### src/common/abs_consts.svh
// Purpose: timing constants shared by both ends of the address arbitration link
// Assumes: one 200 MHz bus clock, active-low bus lines
// Notes: definitions only
`ifndef ABS_CONSTS_SVH
`define ABS_CONSTS_SVH
`define ABS_ASSERTED 1'b0
`define ABS_NEGATED 1'b1
`define ABS_BR_GAP_CYCLES 2'h1
`define ABS_START_CYCLES 2'h1
`define ABS_PARK_DEFAULT 1'b0
`endif

### src/common/abs_pkg.sv
// Purpose: types for the address arbitration and transfer start block
// Assumes: consts header holds the numbers
// Notes: state codes change one bit per step from idle through start or ds tenure to wait-ack
package abs_pkg;
    typedef enum logic [2:0] {
        ABS_IDLE = 3'h0,
        ABS_START = 3'h1,
        ABS_WAIT_ACK = 3'h3,
        ABS_DS_TENURE = 3'h2,
        ABS_RELEASE = 3'h6
    } abs_state_t;
    typedef enum logic [1:0] {
        ABS_ARB_IDLE = 2'h0,
        ABS_ARB_GRANT = 2'h1,
        ABS_ARB_BUSY = 2'h3
    } abs_arb_state_t;
endpackage

### src/common/abs_bus_if.sv
// Purpose: shared address arbitration wires between processor end and arbiter end
// Assumes: the testbench resolves wired lines from the enables
// Notes: lines are active low; a line nobody drives floats high
`timescale 1ns/1ps
interface abs_bus_if;
    logic bus_request_n;
    logic bus_grant_n;
    logic addr_owner_busy_n_o;
    logic addr_owner_busy_n_oe;
    logic addr_owner_busy_n_i;
    logic mem_transfer_start_n_o;
    logic mem_transfer_start_n_oe;
    logic mem_transfer_start_n_i;
    logic direct_store_start_n_o;
    logic direct_store_start_n_oe;
    logic direct_store_start_n_i;
    logic address_retry_n;
    logic address_acknowledge_n;
    modport dev (
        output bus_request_n,
        input bus_grant_n,
        output addr_owner_busy_n_o,
        output addr_owner_busy_n_oe,
        input addr_owner_busy_n_i,
        output mem_transfer_start_n_o,
        output mem_transfer_start_n_oe,
        input mem_transfer_start_n_i,
        output direct_store_start_n_o,
        output direct_store_start_n_oe,
        input direct_store_start_n_i,
        input address_retry_n,
        input address_acknowledge_n
    );
    modport arb (
        input bus_request_n,
        output bus_grant_n,
        input addr_owner_busy_n_i,
        input mem_transfer_start_n_i,
        input direct_store_start_n_i,
        output address_retry_n,
        output address_acknowledge_n
    );
endinterface

### src/rtl/abs_proc_end.sv
// Purpose: processor end of address bus arbitration and transfer start
// Assumes: bus lines come from other chips and pass a three-stage sampler
// Notes: tristate timing inside a cycle is below this model's resolution
`timescale 1ns/1ps
`include "abs_consts.svh"
module abs_proc_end (
    input wire logic clk,
    input wire logic rst,
    abs_bus_if.dev bus,
    input wire logic xfer_pending,
    input wire logic xfer_direct_store,
    input wire logic xfer_cancel,
    input wire logic park_enable,
    input wire logic retry_push_self,
    output logic xfer_started,
    output logic tenure_done,
    output logic snoop_valid,
    output logic data_bus_request
);
    // ----------------------------------------
    // input sampling
    // ----------------------------------------
    // three stages per pin; the third stage is taken as is, with no agreement check
    logic [2:0] bg_s_q, abb_s_q, ts_s_q, xts_s_q, rty_s_q, ack_s_q;
    logic bg_f_q, abb_f_q, ts_f_q, xts_f_q, rty_f_q, ack_f_q;
    logic bg_f_d, abb_f_d, ts_f_d, xts_f_d, rty_f_d, ack_f_d;

    // one-cycle strobes (start, acknowledge) must pass, so the last stage is taken as is
    function automatic logic filt(input logic [2:0] s);
        filt = s[2];
    endfunction

    // sampler registers, reset to negated
    always_ff @(posedge clk) begin
        if (rst) begin
            bg_s_q <= 3'h7;
            abb_s_q <= 3'h7;
            ts_s_q <= 3'h7;
            xts_s_q <= 3'h7;
            rty_s_q <= 3'h7;
            ack_s_q <= 3'h7;
            bg_f_q <= `ABS_NEGATED;
            abb_f_q <= `ABS_NEGATED;
            ts_f_q <= `ABS_NEGATED;
            xts_f_q <= `ABS_NEGATED;
            rty_f_q <= `ABS_NEGATED;
            ack_f_q <= `ABS_NEGATED;
        end else begin
            bg_s_q <= {bg_s_q[1:0], bus.bus_grant_n};
            abb_s_q <= {abb_s_q[1:0], bus.addr_owner_busy_n_i};
            ts_s_q <= {ts_s_q[1:0], bus.mem_transfer_start_n_i};
            xts_s_q <= {xts_s_q[1:0], bus.direct_store_start_n_i};
            rty_s_q <= {rty_s_q[1:0], bus.address_retry_n};
            ack_s_q <= {ack_s_q[1:0], bus.address_acknowledge_n};
            bg_f_q <= bg_f_d;
            abb_f_q <= abb_f_d;
            ts_f_q <= ts_f_d;
            xts_f_q <= xts_f_d;
            rty_f_q <= rty_f_d;
            ack_f_q <= ack_f_d;
        end
    end

    // filtered levels
    always_comb begin
        bg_f_d = filt(bg_s_q);
        abb_f_d = filt(abb_s_q);
        ts_f_d = filt(ts_s_q);
        xts_f_d = filt(xts_s_q);
        rty_f_d = filt(rty_s_q);
        ack_f_d = filt(ack_s_q);
    end

    // ----------------------------------------
    // arbitration and tenure
    // ----------------------------------------
    abs_pkg::abs_state_t st_q, st_d;
    logic br_q, br_d;
    logic rty_prev_q, rty_prev_d;
    logic gap_q, gap_d;
    logic win_q, win_d;
    logic qual_prev_q, qual_prev_d;
    logic abb_q, abb_d, abb_oe_q, abb_oe_d;
    logic ts_q, ts_d, ts_oe_q, ts_oe_d;
    logic xs_q, xs_d, xs_oe_q, xs_oe_d;
    logic started_q, started_d, done_q, done_d, snoop_q, snoop_d, dreq_q, dreq_d;
    logic rty_now, ack_now, qual, take, want;

    // next-state logic for the whole tenure
    always_comb begin
        rty_now = (rty_f_q == `ABS_ASSERTED);
        ack_now = (ack_f_q == `ABS_ASSERTED);
        want = xfer_pending && !xfer_cancel; // cancel drops a pending request
        // qualified: grant on, no busy, no retry now or last cycle
        qual = (bg_f_q == `ABS_ASSERTED) && (abb_f_q == `ABS_NEGATED)
            && !rty_now && !rty_prev_q && !win_q; // foreign tenure window blocks too
        st_d = st_q;
        abb_d = abb_q;
        abb_oe_d = abb_oe_q;
        ts_d = `ABS_NEGATED;
        ts_oe_d = 1'b0;
        xs_d = `ABS_NEGATED;
        xs_oe_d = 1'b0;
        started_d = 1'b0;
        done_d = 1'b0;
        dreq_d = 1'b0;
        gap_d = 1'b0;
        // start line: negated for one cycle after its pulse, then float
        if (ts_q == `ABS_ASSERTED) begin
            ts_oe_d = 1'b1;
        end
        if (xs_q == `ABS_ASSERTED) begin
            xs_oe_d = 1'b1;
        end
        // grant seen qualified last cycle still counts as it negates
        take = (st_q == abs_pkg::ABS_IDLE) && want && (qual || (qual_prev_q && abb_f_q == `ABS_NEGATED));
        case (st_q)
            abs_pkg::ABS_IDLE: begin
                if (take) begin
                    abb_d = `ABS_ASSERTED;
                    abb_oe_d = 1'b1;
                    started_d = 1'b1;
                    gap_d = 1'b1;
                    if (xfer_direct_store) begin
                        xs_d = `ABS_ASSERTED; // memory start stays negated
                        xs_oe_d = 1'b1;
                        st_d = abs_pkg::ABS_DS_TENURE;
                    end else begin
                        ts_d = `ABS_ASSERTED; // one cycle with busy
                        ts_oe_d = 1'b1;
                        dreq_d = 1'b1;
                        st_d = abs_pkg::ABS_START;
                    end
                end
            end
            abs_pkg::ABS_START, abs_pkg::ABS_DS_TENURE, abs_pkg::ABS_WAIT_ACK: begin
                // grant ignored while owning
                if (ack_now) begin
                    abb_d = `ABS_NEGATED;
                    done_d = 1'b1;
                    st_d = abs_pkg::ABS_RELEASE;
                end else begin
                    st_d = abs_pkg::ABS_WAIT_ACK;
                end
            end
            abs_pkg::ABS_RELEASE: begin
                // float busy at end of the negated cycle
                abb_oe_d = 1'b0;
                st_d = abs_pkg::ABS_IDLE;
            end
            default: begin
                st_d = abs_pkg::ABS_IDLE;
                abb_d = `ABS_NEGATED;
                abb_oe_d = 1'b0;
            end
        endcase
        // request: work pending, no qualified grant, not parked, no gap
        br_d = !(want && st_q == abs_pkg::ABS_IDLE && !take && !gap_q && !(park_enable && qual)
            && (!rty_now || retry_push_self));
        rty_prev_d = rty_now;
        qual_prev_d = qual;
        // foreign start opens a window closed the cycle after acknowledge
        snoop_d = (st_q == abs_pkg::ABS_IDLE) && (ts_f_q == `ABS_ASSERTED);
        // own tenures are covered by the state; only a foreign start opens the window
        if (ack_now) begin
            win_d = 1'b0;
        end else if (st_q == abs_pkg::ABS_IDLE && (ts_f_q == `ABS_ASSERTED || xts_f_q == `ABS_ASSERTED)) begin
            win_d = 1'b1;
        end else begin
            win_d = win_q;
        end
    end

    // register everything, reset negates and floats
    always_ff @(posedge clk) begin
        if (rst) begin
            st_q <= abs_pkg::ABS_IDLE;
            br_q <= `ABS_NEGATED;
            rty_prev_q <= 1'b0;
            gap_q <= 1'b0;
            win_q <= 1'b0;
            qual_prev_q <= 1'b0;
            abb_q <= `ABS_NEGATED;
            abb_oe_q <= 1'b0;
            ts_q <= `ABS_NEGATED;
            ts_oe_q <= 1'b0;
            xs_q <= `ABS_NEGATED;
            xs_oe_q <= 1'b0;
            started_q <= 1'b0;
            done_q <= 1'b0;
            snoop_q <= 1'b0;
            dreq_q <= 1'b0;
        end else begin
            st_q <= st_d;
            br_q <= br_d;
            rty_prev_q <= rty_prev_d;
            gap_q <= gap_d;
            win_q <= win_d;
            qual_prev_q <= qual_prev_d;
            abb_q <= abb_d;
            abb_oe_q <= abb_oe_d;
            ts_q <= ts_d;
            ts_oe_q <= ts_oe_d;
            xs_q <= xs_d;
            xs_oe_q <= xs_oe_d;
            started_q <= started_d;
            done_q <= done_d;
            snoop_q <= snoop_d;
            dreq_q <= dreq_d;
        end
    end

    // outputs straight from flops
    assign bus.bus_request_n = br_q;
    assign bus.addr_owner_busy_n_o = abb_q;
    assign bus.addr_owner_busy_n_oe = abb_oe_q;
    assign bus.mem_transfer_start_n_o = ts_q;
    assign bus.mem_transfer_start_n_oe = ts_oe_q;
    assign bus.direct_store_start_n_o = xs_q;
    assign bus.direct_store_start_n_oe = xs_oe_q;
    assign xfer_started = started_q;
    assign tenure_done = done_q;
    assign snoop_valid = snoop_q;
    assign data_bus_request = dreq_q;
endmodule

### src/flat_wrapper.sv
// flat-port wrapper written by rule: the top's interface ports become plain ports
module abs_proc_end_flat 
  (clk, rst, xfer_pending, xfer_direct_store, xfer_cancel, park_enable, retry_push_self, xfer_started, tenure_done, snoop_valid, data_bus_request, bus_bus_request_n, bus_bus_grant_n, bus_addr_owner_busy_n_o, bus_addr_owner_busy_n_oe, bus_addr_owner_busy_n_i, bus_mem_transfer_start_n_o, bus_mem_transfer_start_n_oe, bus_mem_transfer_start_n_i, bus_direct_store_start_n_o, bus_direct_store_start_n_oe, bus_direct_store_start_n_i, bus_address_retry_n, bus_address_acknowledge_n);
  abs_bus_if bus_i ();
  input wire logic clk;
  input wire logic rst;
  input wire logic xfer_pending;
  input wire logic xfer_direct_store;
  input wire logic xfer_cancel;
  input wire logic park_enable;
  input wire logic retry_push_self;
  output logic xfer_started;
  output logic tenure_done;
  output logic snoop_valid;
  output logic data_bus_request;
  output wire logic [$bits(bus_i.bus_request_n)-1:0] bus_bus_request_n;
  input wire logic [$bits(bus_i.bus_grant_n)-1:0] bus_bus_grant_n;
  output wire logic [$bits(bus_i.addr_owner_busy_n_o)-1:0] bus_addr_owner_busy_n_o;
  output wire logic [$bits(bus_i.addr_owner_busy_n_oe)-1:0] bus_addr_owner_busy_n_oe;
  input wire logic [$bits(bus_i.addr_owner_busy_n_i)-1:0] bus_addr_owner_busy_n_i;
  output wire logic [$bits(bus_i.mem_transfer_start_n_o)-1:0] bus_mem_transfer_start_n_o;
  output wire logic [$bits(bus_i.mem_transfer_start_n_oe)-1:0] bus_mem_transfer_start_n_oe;
  input wire logic [$bits(bus_i.mem_transfer_start_n_i)-1:0] bus_mem_transfer_start_n_i;
  output wire logic [$bits(bus_i.direct_store_start_n_o)-1:0] bus_direct_store_start_n_o;
  output wire logic [$bits(bus_i.direct_store_start_n_oe)-1:0] bus_direct_store_start_n_oe;
  input wire logic [$bits(bus_i.direct_store_start_n_i)-1:0] bus_direct_store_start_n_i;
  input wire logic [$bits(bus_i.address_retry_n)-1:0] bus_address_retry_n;
  input wire logic [$bits(bus_i.address_acknowledge_n)-1:0] bus_address_acknowledge_n;
  assign bus_bus_request_n = bus_i.bus_request_n;
  assign bus_i.bus_grant_n = bus_bus_grant_n;
  assign bus_addr_owner_busy_n_o = bus_i.addr_owner_busy_n_o;
  assign bus_addr_owner_busy_n_oe = bus_i.addr_owner_busy_n_oe;
  assign bus_i.addr_owner_busy_n_i = bus_addr_owner_busy_n_i;
  assign bus_mem_transfer_start_n_o = bus_i.mem_transfer_start_n_o;
  assign bus_mem_transfer_start_n_oe = bus_i.mem_transfer_start_n_oe;
  assign bus_i.mem_transfer_start_n_i = bus_mem_transfer_start_n_i;
  assign bus_direct_store_start_n_o = bus_i.direct_store_start_n_o;
  assign bus_direct_store_start_n_oe = bus_i.direct_store_start_n_oe;
  assign bus_i.direct_store_start_n_i = bus_direct_store_start_n_i;
  assign bus_i.address_retry_n = bus_address_retry_n;
  assign bus_i.address_acknowledge_n = bus_address_acknowledge_n;
  abs_proc_end u_core (.clk(clk), .rst(rst), .bus(bus_i), .xfer_pending(xfer_pending), .xfer_direct_store(xfer_direct_store), .xfer_cancel(xfer_cancel), .park_enable(park_enable), .retry_push_self(retry_push_self), .xfer_started(xfer_started), .tenure_done(tenure_done), .snoop_valid(snoop_valid), .data_bus_request(data_bus_request));
endmodule
### config.mk
export PLATFORM = sky130hd
export DESIGN_NAME = abs_proc_end_flat
export DESIGN_NICKNAME = d
export VERILOG_FILES = /design/src/common/abs_pkg.sv /design/src/common/abs_bus_if.sv /design/src/rtl/abs_proc_end.sv /design/src/flat_wrapper.sv
export VERILOG_INCLUDE_DIRS = /design/src /design/src/common
export SDC_FILE = /design/constraint.sdc
export NUM_CORES = 1
export LEC_CHECK = 0
export ABC_AREA = 1
export BUFFER_PORTS_ARGS = -buffer_cell sky130_fd_sc_hd__buf_2
export CORE_UTILIZATION = 30
export CTS_BUF_LIST = sky130_fd_sc_hd__clkbuf_16
export DETAILED_ROUTE_END_ITERATION = 12
export PLACE_DENSITY = 0.5
export SYNTH_ARGS = -nofsm -noshare
export SYNTH_HDL_FRONTEND = slang
export SYNTH_SLANG_ARGS = --single-unit
### constraint.sdc
create_clock -name clk -period 1.5 [get_ports clk]
set_input_delay 0.15 -clock clk [delete_from_list [all_inputs] [get_ports clk]]
set_output_delay 0.15 -clock clk [all_outputs]
set_load 0.01 [all_outputs]
==> results.json <==
{
  "status": "completed",
  "final_core_util_pct": 39.9,
  "num_io_pins": 24,
  "post-route-cell-area_um2": 1620,
  "relSlewSlack_pct": 64.9,
  "cpMaxStageDelayCell": "dfxtp_1",
  "cp_data_arrival_time_ns": 1.28,
  "synth.area.top_cells": "dfxtp_1 (64%), or2_2 (12%), nand2_1 (3.5%), inv_1 (2.9%), nand2_4 (2.6%)",
  "grt-ovfl-total": 0,
  "cts-hold-fix-buffers": 0,
  "p_leak_nw": 0.750,
  "startpoint_type": "flop",
  "grt_start_max_net_pins": 32,
  "synthesis.area_um2": 1290,
  "multi_input_area_um2": 403,
  "synthArstFlopShare_pct": 0,
  "netlist_instances": 125,
  "cts.sinks": 41,
  "synth_warnings": 0,
  "whs_endpoint": "u_core.ack_s_q[0]",
  "ctsResizeCount": 0,
  "pwr-share-comb_pct": 3.2,
  "dpl.hpwl_um": 1130,
  "ys_types": 21,
  "firstDrtPassIters": 4,
  "dieWidth_um": 67.6,
  "drt_iter0_markers": 48,
  "cp-end-kind": "flop",
  "p_per_area_nw_per_um2": 1450,
  "synthesis.nets": 138,
  "yosysTopAreaCellShare_pct": 63.6,
  "fin_crit_sh_pct": 74.4,
  "dieArea_um2": 4570,
  "clock-root-buffer": "clkbuf_16",
  "syn_area_per_cell_um2": 10.3,
  "finalPower_w": 0.00235,
  "n_antenna_cell": 0,
  "switching_share_pct": 18.1,
  "place_congestion": 0.719,
  "clock_skew_ns": 0.00192,
  "hold_slack_ns": 0.0523,
  "vias": 810,
  "grt_pass1_wl_um": 2940,
  "r2r.worst_path.cells": 10,
  "ys_seq_area_share_pct": 63.6,
  "std_cell_rows": 23,
  "place_area_um2": 1460,
  "coreArea_um2": 4060,
  "wl_um": 1730,
  "rsz0062_at_grt": "no",
  "start_util_pct": 31.8,
  "max_freq_ghz": 0.896,
  "synth_fa_ha_area_share_pct": 0,
  "regArea_um2": 821,
  "hp-start": "bus_address_acknowledge_n",
  "clkTransAtPathRegs_ns": 0.05,
  "finalSetupViolCount": 0,
  "fin_nets": 165,
  "synth_top_family_by_area": "simple AND/OR/NAND/NOR gates",
  "numCtsBuffers": 5,
  "port_buffers": 22,
  "route.detailed.drc": 0,
  "layout_common_cells": "dfxtp_1 (41), or2_2 (24), buf_2 (22), nand2_1 (12), inv_1 (11)",
  "ir_drop_mv": 0.664,
  "area_growth_pct": 25.4,
  "r2r_start": "u_core.st_q[0]",
  "grt_antenna_before_repair": 0,
  "cts_tree": "done",
  "p_int_w": 0.00192,
  "worstPathMaxFanout": 6,
  "clkPwrFrac_pct": 49.0,
  "drv_slew": 0,
  "tightestPinTransition_ns": 0.527,
  "hold_viol_final": 0,
  "yosys.area_share.simple_pct": 27.3,
  "hold_path_class": "primary input to flop",
  "wl_per_cell_um": 8.50,
  "synth_edf_count": 0,
  "worst_r2r_endpoint": "u_core.bus.addr_owner_busy_n_o",
  "ctsLongestPathBuffers": 2,
  "grt_usage_pct": 9.21,
  "max-cap-violations": 0,
  "via_per_inst": 3.99,
  "synth_mux_area_share_pct": 0,
  "layout_commonest_cell": "dfxtp_1",
  "dieHeight_um": 67.6,
  "worstPathCellList": "inv_2 > nand2_4 > inv_4 > nand2_4 > nor2_4 > nand2_4 > nand2_2 > nand2_1 > nand2_1 > nand2_1",
  "synth-seq-cells": 41,
  "drive_above_1_share_pct": 43.8,
  "critPathKind": "flop to flop",
  "hold_depth": 2,
  "grt_pass1_vias": 675,
  "clkLatencyLatePin_ns": 0.27,
  "ant_nets": 0,
  "critical_path_required_ns": 1.66,
  "max_stage_delay_ns": 0.32,
  "period_minus_slack_ns": 1.12,
  "synth_compound_area_share_pct": 3.98,
  "p_seq_share_pct": 47.8,
  "yosys.area.top_type": "dfxtp_1",
  "rrSetupSlack_ns": 0.38,
  "power.switching_w": 0.000424,
  "fillers": 399,
  "post-cts-setup-buffer-count": 0,
  "fin_setup_tns_ns": 0,
  "synth_xor_area_share_pct": 0,
  "htreeDepth": 2,
  "synth-main-ff-cell": "dfxtp_1"
}
## sequential cells by signal (all words and copies together), names as in the netlist, 3 cells and up
register,count
u_core.ts_s_q,3
u_core.xts_s_q,3
u_core.ack_s_q,3
u_core.st_q,3
u_core.rty_s_q,3
u_core.bg_s_q,3
u_core.abb_s_q,3
## how the worst max path moves through the flow
stage	slack [ns]	cells after the start	from	to
6_report	0.38	10	u_core.st_q[0]	u_core.bus.addr_owner_busy_n_o
3_5_place_dp	0.39	9	u_core.rty_f_q	u_core.bus.addr_owner_busy_n_o
2_1_floorplan	0.49	10	u_core.st_q[0]	u_core.bus.addr_owner_busy_n_o
4_1_cts	0.38	9	u_core.rty_f_q	u_core.bus.addr_owner_busy_n_o
5_1_grt	0.30	9	u_core.rty_f_q	u_core.bus.addr_owner_busy_n_o
3_3_place_gp	0.41	9	u_core.rty_f_q	u_core.bus.addr_owner_busy_n_o
## worst max-delay path, delay by kind of cell (launching register included)
kind / cells / cell delay [ns]
DFF: 1 / 0.32
buffers and inverters: 2 / 0.13
and+or+nand+nor: 8 / 0.56
## synthesized netlist by cell type (2+ instances only)
cell type and number:
or2_2 24, o21ai_0 2, nand2_1 12, nand2_2 4, a21oi_1 2, dfxtp_1 41, nor3_1 5, nand2_4 3
o21ai_2 2, clkbuf_1 2, nor2_1 8, inv_1 10, inv_2 2
## layout make-up
type                            count  area share (%)
Multi-Input combinational cell     68            24.9
Timing Repair Buffer               23            7.27
Inverter                           13            3.17
Tap cell                           50            3.87
Clock buffer                        5            7.73
Sequential cell                    41            50.7
Clock inverter                      3            2.32
## per-stage QoR
stage | setup slack [ns] | std cells
after global placement | 0.409 | 195
after floorplan | 0.491 | 125
after CTS | 0.375 | 203
after detailed placement | 0.392 | 195
after global routing | 0.298 | 203
final | 0.384 | 203
## power by group through the flow
stage	Combinational, W	Sequential (W)	Clock, W
4_1_cts	0.0000774	0.00112	0.00118
2_1_floorplan	0.0000483	0.00115	0
6_report	0.0000758	0.00112	0.00115
3_3_place_gp	0.0000760	0.00115	0
3_5_place_dp	0.0000772	0.00115	0
5_1_grt	0.0000867	0.00112	0.00123
## layer usage
layer	GRT usage, %	part of all wire [%]	up-vias
met1	10.8	44	350
met3	4.05	7.2	4
met2	12.9	46	25
li1	-	-	431
met4	7.18	2.0	0
met5	0	0	-
## cell families (layout without fill, tap and decap cells)
logic type             count (synthesis)  in the layout
and+or+nand+nor                       60             60
buffers and inverters                 16             44
DFF                                   41             41
AOI/OAI and AO/OA                      8              8
No activity file was read; power rests on OpenSTA's default activity.
